**config.mk**
```make
export PLATFORM = sky130hd
export DESIGN_NAME = ctu_timer
export DESIGN_NICKNAME = d
export VERILOG_FILES = /design/src/logic/ctu_pkg.sv /design/src/logic/ctu_edge_detect.sv /design/src/logic/ctu_timer.sv
export SDC_FILE = /design/constraint.sdc
export NUM_CORES = 1
export LEC_CHECK = 0
export ABC_AREA = 1
export BUFFER_PORTS_ARGS = -buffer_cell sky130_fd_sc_hd__buf_2
export CORE_MARGIN = 2
export CORE_UTILIZATION = 55
export CTS_CLUSTER_SIZE = 8
export DETAILED_ROUTE_END_ITERATION = 16
export PLACE_DENSITY = 0.84
export SYNTH_ARGS = -nofsm -noshare
export SYNTH_HDL_FRONTEND = slang
export SYNTH_SLANG_ARGS = --single-unit
```
**constraint.sdc**
```tcl
create_clock -name mclk -period 2.5 [get_ports mclk]
set_input_delay 0.5 -clock mclk [delete_from_list [all_inputs] [get_ports mclk]]
set_output_delay 0.5 -clock mclk [all_outputs]
set_load 0.01 [all_outputs]
```
**src/logic/ctu_pkg.sv**
```systemverilog
// Purpose: shared constants and types for the capture timer unit
// Assumes: registers are reached over a plain byte-wide register port
// Notes:   register indices are local choices; field positions fixed below
package ctu_pkg;

    // register indices on the byte port
    localparam logic [2:0] ADDR_CONTROL   = 3'h0;
    localparam logic [2:0] ADDR_CLK_SEL   = 3'h1;
    localparam logic [2:0] ADDR_CAPCMP    = 3'h2;
    localparam logic [2:0] ADDR_CMP0_LO   = 3'h3;
    localparam logic [2:0] ADDR_CMP0_HI   = 3'h4;
    localparam logic [2:0] ADDR_CMP1_LO   = 3'h5;
    localparam logic [2:0] ADDR_CMP1_HI   = 3'h6;
    localparam logic [2:0] ADDR_EDGE_MODE = 3'h7;

    // timer_control fields
    localparam int CTL_WIDTH_BIT  = 0;
    localparam int CTL_OVF_BIT    = 2;
    localparam int CTL_ENABLE_BIT = 3;
    // capture_compare_control fields
    localparam int CCC_CLR0_BIT   = 0;
    localparam int CCC_CLR1_BIT   = 1;
    localparam int CCC_MODE_BIT   = 2;

    // reset values
    localparam logic [7:0]  RST_CONTROL = 8'h00;
    localparam logic [7:0]  RST_CLK_SEL = 8'h11;
    localparam logic [7:0]  RST_CAPCMP  = 8'h00;
    localparam logic [15:0] RST_CAPTURE = 16'h0000;
    localparam logic [15:0] RST_COUNT   = 16'h0000;

    // count clock select codes, low nibble of count_clock_select
    localparam logic [3:0] SEL_EXT_EDGE = 4'h0;
    localparam int         PRESC_WIDTH  = 11;

    // edge polarity codes
    localparam logic [1:0] EDGE_FALL = 2'h0;
    localparam logic [1:0] EDGE_RISE = 2'h1;
    localparam logic [1:0] EDGE_BOTH = 2'h3;

    typedef struct packed {
        logic       we;
        logic [2:0] addr;
        logic [7:0] wdata;
    } ctu_wr_t;

    typedef struct packed {
        logic irq_ext;
        logic match0;
        logic match1;
    } ctu_irq_t;

endpackage : ctu_pkg

```
**src/logic/ctu_edge_detect.sv**
```systemverilog
// Purpose: synchronise the external input and flag chosen edges
// Assumes: input may be asynchronous to mclk
// Notes:   pulse lasts one mclk cycle
`timescale 1ns/100ps
`default_nettype none
module ctu_edge_detect (
    input  wire logic       mclk,     // system clock
    input  wire logic       reset_n,  // async reset, active low
    input  wire logic       pin,      // raw external input
    input  wire logic [1:0] polarity, // edge_polarity_setting
    output var  logic       edge_hit  // one-cycle valid edge pulse
);
    typedef struct packed {
        logic meta;
        logic sync;
        logic prev;
        logic hit;
    } ctu_ed_state_t;

    ctu_ed_state_t st;
    ctu_ed_state_t next_st;

    always_comb begin
        next_st      = st;
        next_st.meta = pin;
        next_st.sync = st.meta;
        next_st.prev = st.sync;
        unique case (polarity)
            ctu_pkg::EDGE_FALL: next_st.hit = st.prev & ~st.sync;
            ctu_pkg::EDGE_RISE: next_st.hit = ~st.prev & st.sync;
            ctu_pkg::EDGE_BOTH: next_st.hit = st.prev ^ st.sync;
            default:            next_st.hit = 1'b0;  // edge disabled
        endcase
    end

    always_ff @(posedge mclk or negedge reset_n) begin
        if (!reset_n) begin
            st <= '0;
        end else begin
            st <= next_st;
        end
    end

    assign edge_hit = st.hit;
endmodule : ctu_edge_detect
`default_nettype wire

```
**src/logic/ctu_timer.sv**
```systemverilog
// Purpose: capture timer unit with counter, capture, compares, prescaler
// Assumes: byte register port, synchronous to mclk
// Notes:   compare and edge-mode bytes held here to steer matches and the edge detector
`timescale 1ns/100ps
`default_nettype none
module ctu_timer (
    input  wire logic             mclk,            // system clock
    input  wire logic             reset_n,         // async reset, active low
    input  wire ctu_pkg::ctu_wr_t wr,              // register write port
    input  wire logic [2:0]       rd_addr,         // register read index
    input  wire logic             ext_edge_input,  // external pulse input
    output var  logic [7:0]       rd_data,         // register read data
    output var  logic [15:0]      up_counter_wide, // counter value
    output var  logic [15:0]      capture_reg_wide,// capture register
    output var  logic [15:0]      second_cap_cmp_reg_wide, // second register
    output var  ctu_pkg::ctu_irq_t irq,            // one-cycle requests
    output var  logic             rt_trigger,      // real-time output trigger
    output var  logic [3:0]       companion_ctl,   // companion timer control nibble
    output var  logic [3:0]       companion_clk    // companion clock select
);
    typedef struct packed {
        logic [7:0]        timer_control;
        logic [7:0]        count_clock_select;
        logic [7:0]        capture_compare_control;
        logic [1:0]        edge_polarity_setting;
        logic [15:0]       first_compare_reg;
        logic [15:0]       second_cap_cmp_reg;
        logic [15:0]       capture_reg;
        logic [15:0]       up_counter;
        logic [ctu_pkg::PRESC_WIDTH-1:0] presc;
        logic              first_pending;
        logic              clear_pending;
        logic              capt_bump;
        logic              m0_prev;
        logic              m1_prev;
        ctu_pkg::ctu_irq_t irq;
        logic              rt_trigger;
        logic [7:0]        rd_data;
    } ctu_state_t;

    ctu_state_t st;
    ctu_state_t next_st;
    logic       edge_hit;

    ctu_edge_detect u_edge (
        .mclk     (mclk),
        .reset_n  (reset_n),
        .pin      (ext_edge_input),
        .polarity (st.edge_polarity_setting),
        .edge_hit (edge_hit)
    );

    // narrows a value to the active width
    function automatic logic [15:0] fit(input logic [15:0] v, input logic wide);
        fit = wide ? v : {8'h00, v[7:0]};
    endfunction : fit

    // divided clock tick for a select code; code 0 picks edges
    function automatic logic presc_tick(input logic [3:0] sel,
                                        input logic [ctu_pkg::PRESC_WIDTH-1:0] cnt);
        logic [ctu_pkg::PRESC_WIDTH-1:0] mask;
        mask = '0;
        if (sel > 4'h0 && sel < 4'hc) begin
            mask = ctu_pkg::PRESC_WIDTH'((1 << sel) - 1);
        end else begin
            mask = {ctu_pkg::PRESC_WIDTH{1'b1}};
        end
        presc_tick = (cnt & mask) == mask;
    endfunction : presc_tick

    logic        wide;
    logic        enabled;
    logic        cap_mode;
    logic        count_clk;
    logic [15:0] maxval;
    logic [15:0] cnt_next;
    logic        m0;
    logic        m1;

    always_comb begin
        next_st   = st;
        wide      = st.timer_control[ctu_pkg::CTL_WIDTH_BIT];
        enabled   = st.timer_control[ctu_pkg::CTL_ENABLE_BIT];
        cap_mode  = st.capture_compare_control[ctu_pkg::CCC_MODE_BIT];
        maxval    = wide ? 16'hffff : 16'h00ff;
        cnt_next  = st.up_counter;
        next_st.presc = st.presc + 1'b1;
        next_st.irq        = '0;
        next_st.rt_trigger = 1'b0;

        if (st.count_clock_select[3:0] == ctu_pkg::SEL_EXT_EDGE) begin
            count_clk = edge_hit;
        end else begin
            count_clk = presc_tick(st.count_clock_select[3:0], st.presc);
        end

        next_st.irq.irq_ext = edge_hit;

        if (enabled) begin
            if (edge_hit) begin
                next_st.capture_reg = fit(st.up_counter, wide);
                if (cap_mode) begin
                    next_st.second_cap_cmp_reg = fit(st.up_counter, wide);
                    if (st.capture_compare_control[ctu_pkg::CCC_CLR1_BIT]) begin
                        next_st.clear_pending = 1'b1;
                        next_st.capt_bump     = 1'b1;
                    end
                end
            end
            if (count_clk) begin
                if (st.first_pending || st.clear_pending) begin
                    cnt_next = 16'h0000;
                    next_st.first_pending = 1'b0;
                    next_st.clear_pending = 1'b0;
                end else if (fit(st.up_counter, wide) == maxval) begin
                    cnt_next = 16'h0000;
                    next_st.timer_control[ctu_pkg::CTL_OVF_BIT] = 1'b1;
                end else begin
                    cnt_next = fit(st.up_counter + 16'h0001, wide);
                end
            end else if (st.capt_bump) begin
                // momentary N+1 before the pending clear
                cnt_next = fit(st.up_counter + 16'h0001, wide);
                next_st.capt_bump = 1'b0;
            end
            if (count_clk) begin
                next_st.capt_bump = 1'b0;
            end
        end
        next_st.up_counter = cnt_next;

        m0 = enabled && fit(st.up_counter, wide) == fit(st.first_compare_reg, wide);
        m1 = enabled && !cap_mode &&
             fit(st.up_counter, wide) == fit(st.second_cap_cmp_reg, wide);
        next_st.m0_prev = m0;
        next_st.m1_prev = m1;
        next_st.irq.match0 = m0 && !st.m0_prev;
        next_st.irq.match1 = m1 && !st.m1_prev;
        next_st.rt_trigger = m0 && !st.m0_prev;
        if (m0 && !st.m0_prev && st.capture_compare_control[ctu_pkg::CCC_CLR0_BIT]) begin
            next_st.clear_pending = 1'b1;
        end
        if (m1 && !st.m1_prev && st.capture_compare_control[ctu_pkg::CCC_CLR1_BIT]) begin
            next_st.clear_pending = 1'b1;
        end

        if (wr.we) begin
            unique case (wr.addr)
                ctu_pkg::ADDR_CONTROL: begin
                    next_st.timer_control = wr.wdata;
                    // hardware-set overflow wins over a same-cycle clear
                    if (next_st.timer_control[ctu_pkg::CTL_OVF_BIT] == 1'b0 &&
                        enabled && count_clk && !st.first_pending && !st.clear_pending &&
                        fit(st.up_counter, wide) == maxval) begin
                        next_st.timer_control[ctu_pkg::CTL_OVF_BIT] = 1'b1;
                    end
                    if (wr.wdata[ctu_pkg::CTL_ENABLE_BIT] && !enabled) begin
                        next_st.first_pending = 1'b1;
                    end
                    if (!wr.wdata[ctu_pkg::CTL_ENABLE_BIT]) begin
                        next_st.up_counter    = ctu_pkg::RST_COUNT;
                        next_st.first_pending = 1'b0;
                        next_st.clear_pending = 1'b0;
                        next_st.capt_bump     = 1'b0;
                        next_st.irq.match0    = 1'b0;
                        next_st.irq.match1    = 1'b0;
                        next_st.rt_trigger    = 1'b0;
                    end
                    // enable already set: counter and pending state untouched
                end
                ctu_pkg::ADDR_CLK_SEL:   next_st.count_clock_select = wr.wdata;
                ctu_pkg::ADDR_CAPCMP:    next_st.capture_compare_control = wr.wdata;
                ctu_pkg::ADDR_CMP0_LO:   next_st.first_compare_reg[7:0] = wr.wdata;
                ctu_pkg::ADDR_CMP0_HI:   next_st.first_compare_reg[15:8] = wr.wdata;
                ctu_pkg::ADDR_CMP1_LO:   next_st.second_cap_cmp_reg[7:0] = wr.wdata;
                ctu_pkg::ADDR_CMP1_HI:   next_st.second_cap_cmp_reg[15:8] = wr.wdata;
                ctu_pkg::ADDR_EDGE_MODE: next_st.edge_polarity_setting = wr.wdata[1:0];
            endcase
        end

        unique case (rd_addr)
            ctu_pkg::ADDR_CONTROL:   next_st.rd_data = st.timer_control;
            ctu_pkg::ADDR_CLK_SEL:   next_st.rd_data = st.count_clock_select;
            ctu_pkg::ADDR_CAPCMP:    next_st.rd_data = st.capture_compare_control;
            ctu_pkg::ADDR_CMP0_LO:   next_st.rd_data = st.first_compare_reg[7:0];
            ctu_pkg::ADDR_CMP0_HI:   next_st.rd_data = st.first_compare_reg[15:8];
            ctu_pkg::ADDR_CMP1_LO:   next_st.rd_data = st.second_cap_cmp_reg[7:0];
            ctu_pkg::ADDR_CMP1_HI:   next_st.rd_data = st.second_cap_cmp_reg[15:8];
            ctu_pkg::ADDR_EDGE_MODE: next_st.rd_data = {6'h00, st.edge_polarity_setting};
        endcase
    end

    always_ff @(posedge mclk or negedge reset_n) begin
        if (!reset_n) begin
            st                         <= '0;
            st.timer_control           <= ctu_pkg::RST_CONTROL;
            st.count_clock_select      <= ctu_pkg::RST_CLK_SEL;
            st.capture_compare_control <= ctu_pkg::RST_CAPCMP;
            st.capture_reg             <= ctu_pkg::RST_CAPTURE;
            st.up_counter              <= ctu_pkg::RST_COUNT;
        end else begin
            st <= next_st;
        end
    end

    assign rd_data                 = st.rd_data;
    assign up_counter_wide         = st.up_counter;
    assign capture_reg_wide        = st.capture_reg;
    assign second_cap_cmp_reg_wide = st.second_cap_cmp_reg;
    assign irq                     = st.irq;
    assign rt_trigger              = st.rt_trigger;
    assign companion_ctl           = st.timer_control[7:4];
    assign companion_clk           = st.count_clock_select[7:4];
endmodule : ctu_timer
`default_nettype wire

```
==> flow_metrics.py, run 1 <==
metrics = {
    "pwr": {
        "pwr-share-comb_pct": 35.8,
        "netSwitchingFraction_pct": 40.47,
        "leakage_nw": 3.982,
        "power_mw": 9.041,
        "p_sw_mw": 3.659,
        "p_clk_share_pct": 28.1,
        "powerDensity_mw_per_mm2": 1130,
        "max-vdd-ir-drop_mv": 0.5942,
        "seqPwrFrac_pct": 36.1,
        "p_int_mw": 5.382,
    },
    "die": {
        "num_rows": 41,
        "pin_count": 86,
        "dieArea_mm2": 0.01413,
        "die_x_um": 118.9,
        "die_h_um": 118.9,
        "initial_core_util_pct": 56.80,
        "core_mm2": 0.01277,
    },
    "cells_and_area": {
        "final_nets": 1005,
        "areaGrowthSynthToFinish_pct": 10.31,
        "drive_above_1_share_pct": 17.29,
    },
    "timing": {
        "timing.final.hold_violations": 0,
        "tightest_slew_ns": 0.5492,
        "max_clock_freq_ghz": 0.4415,
        "finalCritPeriodShare_pct": 90.59,
        "setup_viol": 0,
        "maxSlewHeadroom_pct": 63.25,
        "min_period_ns": 2.265,
        "rsz0062_at_grt": "false",
        "drv_slew": 0,
        "setup_tns_ns": 0,
        "skew_ns": 0.009818,
    },
    "route": {
        "vias": 6889,
        "drt-initial-drc-count": 991,
        "drc_errors": 0,
        "wirelength_mm": 20.85,
        "viasPerCell": 5.898,
        "antenna_left": 0,
        "drt_pass1_iterations": 9,
        "wl_per_cell_um": 17.85,
    },
    "yosys": {
        "yosysUniqueCellTypes": 41,
        "synth_warnings": 0,
        "yosysTopAreaCellShare_pct": 41.04,
        "synth_fp_nets": 984,
        "synth_enable_flop_cells": 0,
        "syn-cell-area_mm2": 0.007256,
        "ys.flop_type": "dfrtp_1",
        "synth.largest_area_cell": "dfrtp_1",
        "postSynthCellCount": 961,
        "async_flop_share_pct": 100.0,
        "yosysSeqAreaShare_pct": 41.77,
        "ys_ff_latch": 121,
        "synth_area_leaders": "dfrtp_1 (41%), nand2_1 (11%), buf_4 (7.0%)",
        "syn_area_per_cell_um2": 7.550,
    },
    "critical_path": {
        "crit_fanout": 18,
        "max_stage_delay_ns": 0.62,
        "rrSetupSlack_ns": 0.24,
        "cp.required_ns": 2.85,
        "r2r_end": "up_counter_wide[0]",
        "cp.arrival_ns": 2.62,
        "cp-start-kind": "flip-flop",
        "crit_path_start": "st[102]",
        "cp_slowest_cell": "dfstp_2",
        "endpoint_kind": "flip-flop",
        "crit_chain": "nor2_4 > nand2_4 > ha_1 > inv_1 > nand3_1 > nand2_1 > nor2_1 > nor2_2 > nor2_4 > nand4_4 > nand2_4 > inv_2 > nor2_1 > nor2_1 > nor2_1",
        "rr_startpoint": "st[102]",
        "crit_path_frequent_cell": "nor2_1",
        "reg2regPathDepth": 15,
        "crit_type": "flip-flop to flip-flop",
    },
    "worst_hold_path": {
        "min_path_cells": 1,
        "whs_endpoint": "u_edge.next_st[2]",
        "holdCritStartpoint": "ext_edge_input",
        "hold_path.class": "primary input to flip-flop",
    },
    "grt": {
        "grt_usage_pct": 30.95,
        "grt_start_max_net_pins": 75,
        "grt_pass1_vias": 6332,
        "globalRouteOverflowTotal": 0,
        "antenna_found_initial": 0,
        "grt_first_pass_wirelength_mm": 33.98,
    },
    "place": {
        "numPortBuffers": 85,
        "place.gp.congestion": 1.006,
        "dpl.hpwl_mm": 14.95,
    },
    "clock_tree": {
        "root_buffer": "clkbuf_16",
        "cts_sinks": 121,
        "cts-buffers-inserted": 17,
        "insertion_delay_ns": 0.43,
        "path_clk_slew_ns": 0.05,
        "clockBufferDepth": 2,
        "postCtsSetupBuffers": 0,
        "cts_tree": "yes",
        "cts_max_level": 4,
    },
    "outcome": {
        "status": "finished clean",
    },
    "flow_run": {
        "drv_cap": 0,
    },
}
## final cells by class
class                   instances  area (um^2)
fillers                      1090         4770
multi-input cells             627         3132
flip-flops and latches        121         3032
repair buffers                107        608.1
clock buffers                  24        491.7
inverters                     108        405.4
well taps                     172        215.2
clock inverters                 8        117.6
diodes                          1        2.502
## kinds of logic after synthesis
kind of cell	synth area share [%]
simple gates	25.50
buf+inv	15.07
flops	41.77
fa+ha+maj	0.8622
xor+xnor	2.052
compound gates	14.74
## power by group through the flow
| stage | Clock [mW] | Sequential (mW) | Combinational [mW] |
|---|---|---|---|
| floorplan | 0 | 2.87 | 2.81 |
| global placement | 0 | 3.22 | 3.04 |
| detailed placement | 0 | 3.24 | 3.14 |
| CTS | 2.56 | 3.21 | 3.17 |
| global route | 2.65 | 3.32 | 3.56 |
| finish | 2.54 | 3.26 | 3.24 |
## through the flow
stage	hold slack (ns)	std cells	utilization [%]	setup WS (ns)	area (um^2)
floorplan	0.2044	961	-	0.4218	7256
global placement	0.3348	1134	57.78	0.3360	7381
detailed placement	0.3436	1134	57.78	0.2686	7381
CTS	0.1617	1167	62.63	0.2393	8000
global route	0.1632	1167	62.64	0.01043	8001
finish	0.1766	1168	62.66	0.2352	8004
## layout by cell type, fill, tap and decap left out, types with 2 or more instances in the layout
| cell | synthesis | final |
|---|---|---|
| a211oi_1 | 2 | 2 |
| a21oi_1 | 39 | 39 |
| a221oi_1 | 3 | 3 |
| and2_1 | 2 | 2 |
| buf_2 | 6 | 84 |
| buf_4 | 68 | 21 |
| bufinv_16 | 0 | 3 |
| clkbuf_1 | 23 | 3 |
| clkbuf_16 | 0 | 17 |
| clkbuf_8 | 0 | 4 |
| clkinv_1 | 2 | 2 |
| clkinv_2 | 0 | 4 |
| dfrtp_1 | 119 | 118 |
| dfstp_2 | 2 | 2 |
| ha_1 | 5 | 5 |
| inv_1 | 101 | 101 |
| inv_2 | 5 | 5 |
| nand2_1 | 205 | 205 |
| nand2_2 | 3 | 3 |
| nand2_4 | 3 | 3 |
| nand3_1 | 82 | 82 |
| nand3_2 | 9 | 9 |
| nand3b_1 | 2 | 2 |
| nand4_1 | 6 | 6 |
| nor2_1 | 73 | 73 |
| nor2_2 | 3 | 3 |
| nor2_4 | 4 | 4 |
| nor3_1 | 12 | 12 |
| o211ai_1 | 10 | 10 |
| o21ai_0 | 95 | 95 |
| o21ai_1 | 2 | 2 |
| o22ai_1 | 38 | 38 |
| or2_2 | 5 | 5 |
| xnor2_1 | 2 | 2 |
| xor2_1 | 15 | 15 |
## metal layers
| layer | global-route usage [%] | up-vias | routed length, um |
|---|---|---|---|
| met4 | 13.47 | 0 | 932 |
| li1 | - | 3137 | - |
| met2 | 45.73 | 487 | 9059 |
| met1 | 43.18 | 3176 | 8481 |
| met3 | 7.854 | 89 | 2381 |
| met5 | 0 | - | 0 |
## flip-flops by register name, summed over array words and instances (netlist names), 2 cells and up
name and cells:
st 48, capture_reg_wide 16, up_counter_wide 16, rd_data 8
u_edge.next_st 2, irq 3, companion_clk 4, companion_ctl 4
second_cap_cmp_reg_wide 16
## synthesized netlist by cell type (2+ instances only)
cell / n
a211oi_1: 2
buf_6: 4
o211ai_1: 10
nand2_1: 205
xor2_1: 15
or2_2: 5
clkbuf_1: 23
buf_1: 3
o21ai_0: 95
buf_2: 6
clkinv_1: 2
and2_1: 2
a21oi_1: 39
nor3_1: 12
nor2_4: 4
inv_2: 5
nand3_1: 82
a221oi_1: 3
o22ai_1: 38
o21ai_1: 2
ha_1: 5
nand2_4: 3
nand4_1: 6
dfstp_2: 2
nand3_2: 9
nor2_2: 3
xnor2_1: 2
dfrtp_1: 119
inv_1: 101
nor2_1: 73
nand3b_1: 2
nand2_2: 3
buf_4: 68
## how the worst max path moves through the flow
stage | to | cells past startpoint
final | up_counter_wide[0] | 15
after global routing | up_counter_wide[0] | 13
after CTS | up_counter_wide[0] | 13
after detailed placement | up_counter_wide[4] | 14
after global placement | up_counter_wide[14] | 14
after floorplan | up_counter_wide[6] | 14
## what timing repair did
action	4_1_cts	5_1_grt
hold endpoints to repair	24	0
setup endpoints to repair	0	2
resized for setup	0	1
hold buffers	1	0
## worst max-delay path: cells and delay by family (launching register included)
| family | cells | cell delay [ns] |
|---|---|---|
| fa+ha+maj | 1 | 0.23 |
| buf+inv | 2 | 0.17 |
| flops | 1 | 0.62 |
| simple gates | 12 | 1.16 |
No activity file was read; power rests on OpenSTA's default activity.
==> run 2, diff against run 1 <==
- SETUP_SLACK_MARGIN: not set -> 0.4
- SLEW_MARGIN: not set -> 20
==> run 2 against run 1 <==
Compared with the run above: final area rose by 3.8%; non-clock buffer count rose by 7; via count rose by 1.6%; clock power barely moved; global-route usage rose by 0.79 points; register-to-register slack improved by 0.13 ns; combinational power rose by 6.8%; utilization rose by 2.4 points; routed wire length rose by 4.9%.
==> flow_metrics.py, run 2 (synthesis results as in run 1) <==
metrics = {
    "clock_tree": {
        "cts_max_level": 4,
        "path_clk_slew_ns": 0.05,
        "insertion_delay_ns": 0.43,
        "cts-buffers-inserted": 17,
        "cts_tree": "yes",
        "cts_sinks": 121,
        "clockBufferDepth": 2,
        "root_buffer": "clkbuf_16",
    },
    "cells_and_area": {
        "largest_reg_flops": 48,
        "mostFrequentLayoutCells": "nand2_1 (200), dfrtp_1 (116), inv_1 (99)",
        "fin_area_mm2": 0.008304,
        "areaGrowthSynthToFinish_pct": 14.45,
        "antenna_cells": 0,
        "final_nets": 1014,
        "drive_above_1_share_pct": 21.22,
        "mostFrequentLayoutCell": "nand2_1",
        "top_register": "st",
    },
    "critical_path": {
        "rr_startpoint": "up_counter_wide[0]",
        "cp.arrival_ns": 2.49,
        "crit_fanout": 7,
        "crit_chain": "ha_1 > nand2_1 > nor2_4 > nand2_1 > inv_2 > nand4_1 > nand2_1 > inv_1 > nand2_1 > nor2_4 > nor2_1 > nor2_1",
        "max_stage_delay_ns": 0.41,
        "r2r_end": "up_counter_wide[0]",
        "crit_type": "flip-flop to flip-flop",
        "endpoint_kind": "flip-flop",
        "reg2regPathDepth": 12,
        "crit_path_start": "up_counter_wide[0]",
        "cp-start-kind": "flip-flop",
        "rrSetupSlack_ns": 0.36,
        "cp.required_ns": 2.85,
        "crit_path_frequent_cell": "nand2_1",
        "cp_slowest_cell": "dfrtp_1",
    },
    "pwr": {
        "power_mw": 9.285,
        "p_sw_mw": 3.809,
        "seqPwrFrac_pct": 35.2,
        "leakage_nw": 4.079,
        "pwr-share-comb_pct": 37.3,
        "powerDensity_mw_per_mm2": 1118,
        "max-vdd-ir-drop_mv": 0.5998,
        "netSwitchingFraction_pct": 41.03,
        "p_int_mw": 5.475,
        "p_clk_share_pct": 27.5,
    },
    "route": {
        "drc_errors": 0,
        "wl_per_cell_um": 18.60,
        "viasPerCell": 5.952,
        "antenna_left": 0,
        "drt-initial-drc-count": 1152,
        "vias": 6999,
        "wirelength_mm": 21.88,
        "drt_pass1_iterations": 8,
    },
    "grt": {
        "grt_first_pass_wirelength_mm": 34.67,
        "grt_usage_pct": 31.73,
        "globalRouteOverflowTotal": 0,
        "antenna_found_initial": 0,
        "grt_start_max_net_pins": 75,
        "grt_pass1_vias": 6463,
    },
    "timing": {
        "setup_tns_ns": 0,
        "min_period_ns": 2.139,
        "finalCritPeriodShare_pct": 85.56,
        "tightest_slew_ns": 0.5408,
        "skew_ns": 0.008818,
        "setup_viol": 0,
        "rsz0062_at_grt": "true",
        "drv_slew": 0,
        "max_clock_freq_ghz": 0.4675,
        "timing.final.hold_violations": 0,
        "maxSlewHeadroom_pct": 63.81,
    },
    "place": {
        "place.gp.congestion": 1.006,
        "placed_area_mm2": 0.007381,
        "dpl.hpwl_mm": 14.95,
        "numPortBuffers": 85,
    },
    "worst_hold_path": {
        "holdCritStartpoint": "ext_edge_input",
        "whs_endpoint": "u_edge.next_st[2]",
        "hold_path.class": "primary input to flip-flop",
        "min_path_cells": 1,
    },
    "flow_run": {
        "drv_cap": 0,
    },
    "outcome": {
        "status": "finished clean",
    },
    "die": {
        "pin_count": 86,
        "core_mm2": 0.01277,
        "die_h_um": 118.9,
        "die_x_um": 118.9,
        "num_rows": 41,
        "initial_core_util_pct": 56.80,
        "dieArea_mm2": 0.01413,
    },
}
[run 2: cell count changes in the layout (fill, tap and decap cells not counted), sizes merged]
| cell | change |
|---|---|
| diode | -1 |
| nand2 | +2 |
| buf | +7 |
[run 2: critical path, delay by kind of cell (launching register included)]
| kind | cells | cell delay [ns] |
|---|---|---|
| AND/OR/NAND/NOR | 9 | 1.08 |
| flip-flops | 1 | 0.41 |
| buffers and inverters | 2 | 0.32 |
| adder cells (fa/ha/maj) | 1 | 0.25 |
[run 2: through the flow]
step	util, %	std cells	worst slack [ns]	hold WS [ns]
2_1_floorplan	-	961	0.4218	0.2044
3_3_place_gp	57.78	1134	0.3360	0.3348
3_5_place_dp	57.78	1134	0.2686	0.3436
4_1_cts	63.72	1174	0.4037	0.1617
5_1_grt	65.01	1176	0.2849	0.1613
6_report	65.01	1176	0.3610	0.1756
[run 2: worst max-delay path by stage]
stage | slack, ns | cells past startpoint | end
5_1_grt | 0.28 | 15 | up_counter_wide[0]
4_1_cts | 0.40 | 15 | up_counter_wide[4]
6_report | 0.36 | 12 | up_counter_wide[0]
2_1_floorplan | 0.42 | 14 | up_counter_wide[6]
3_5_place_dp | 0.27 | 14 | up_counter_wide[4]
3_3_place_gp | 0.34 | 14 | up_counter_wide[14]
[run 2: repair_timing]
item / CTS / global route
pin swaps: 5 / 20
cloned: 2 / 1
setup endpoints to repair: 20 / 20
endpoints found under the hold margin: 24 / 0
hold buffers: 1 / 0
gates resized for setup: 12 / 39
setup buffers: 5 / 1
[run 2: power by group through the flow]
stage	sequential, mW	clock (mW)	combinational [mW]
after floorplan	2.87	0	2.81
after CTS	3.21	2.56	3.23
after global placement	3.22	0	3.04
after detailed placement	3.24	0	3.14
final	3.27	2.55	3.46
after global routing	3.32	2.66	3.78
[run 2: layout make-up]
class | count | area (um^2)
Tap cell | 172 | 215.2
Fill cell | 1055 | 4469
Sequential cell | 121 | 3034
Timing Repair Buffer | 114 | 709.4
Inverter | 108 | 412.9
Clock inverter | 8 | 117.6
Clock buffer | 24 | 491.7
Multi-Input combinational cell | 629 | 3323
[run 2: per-layer routing]
| layer | global-route usage, % | vias to the layer above | wire length (um) | share of wire (%) |
|---|---|---|---|---|
| met2 | 46.77 | 527 | 9533 | 44 |
| met1 | 43.38 | 3209 | 8661 | 40 |
| li1 | - | 3144 | - | - |
| met4 | 15.03 | 0 | 1115 | 5.1 |
| met3 | 8.812 | 119 | 2565 | 12 |
| met5 | 0 | - | 0 | 0 |
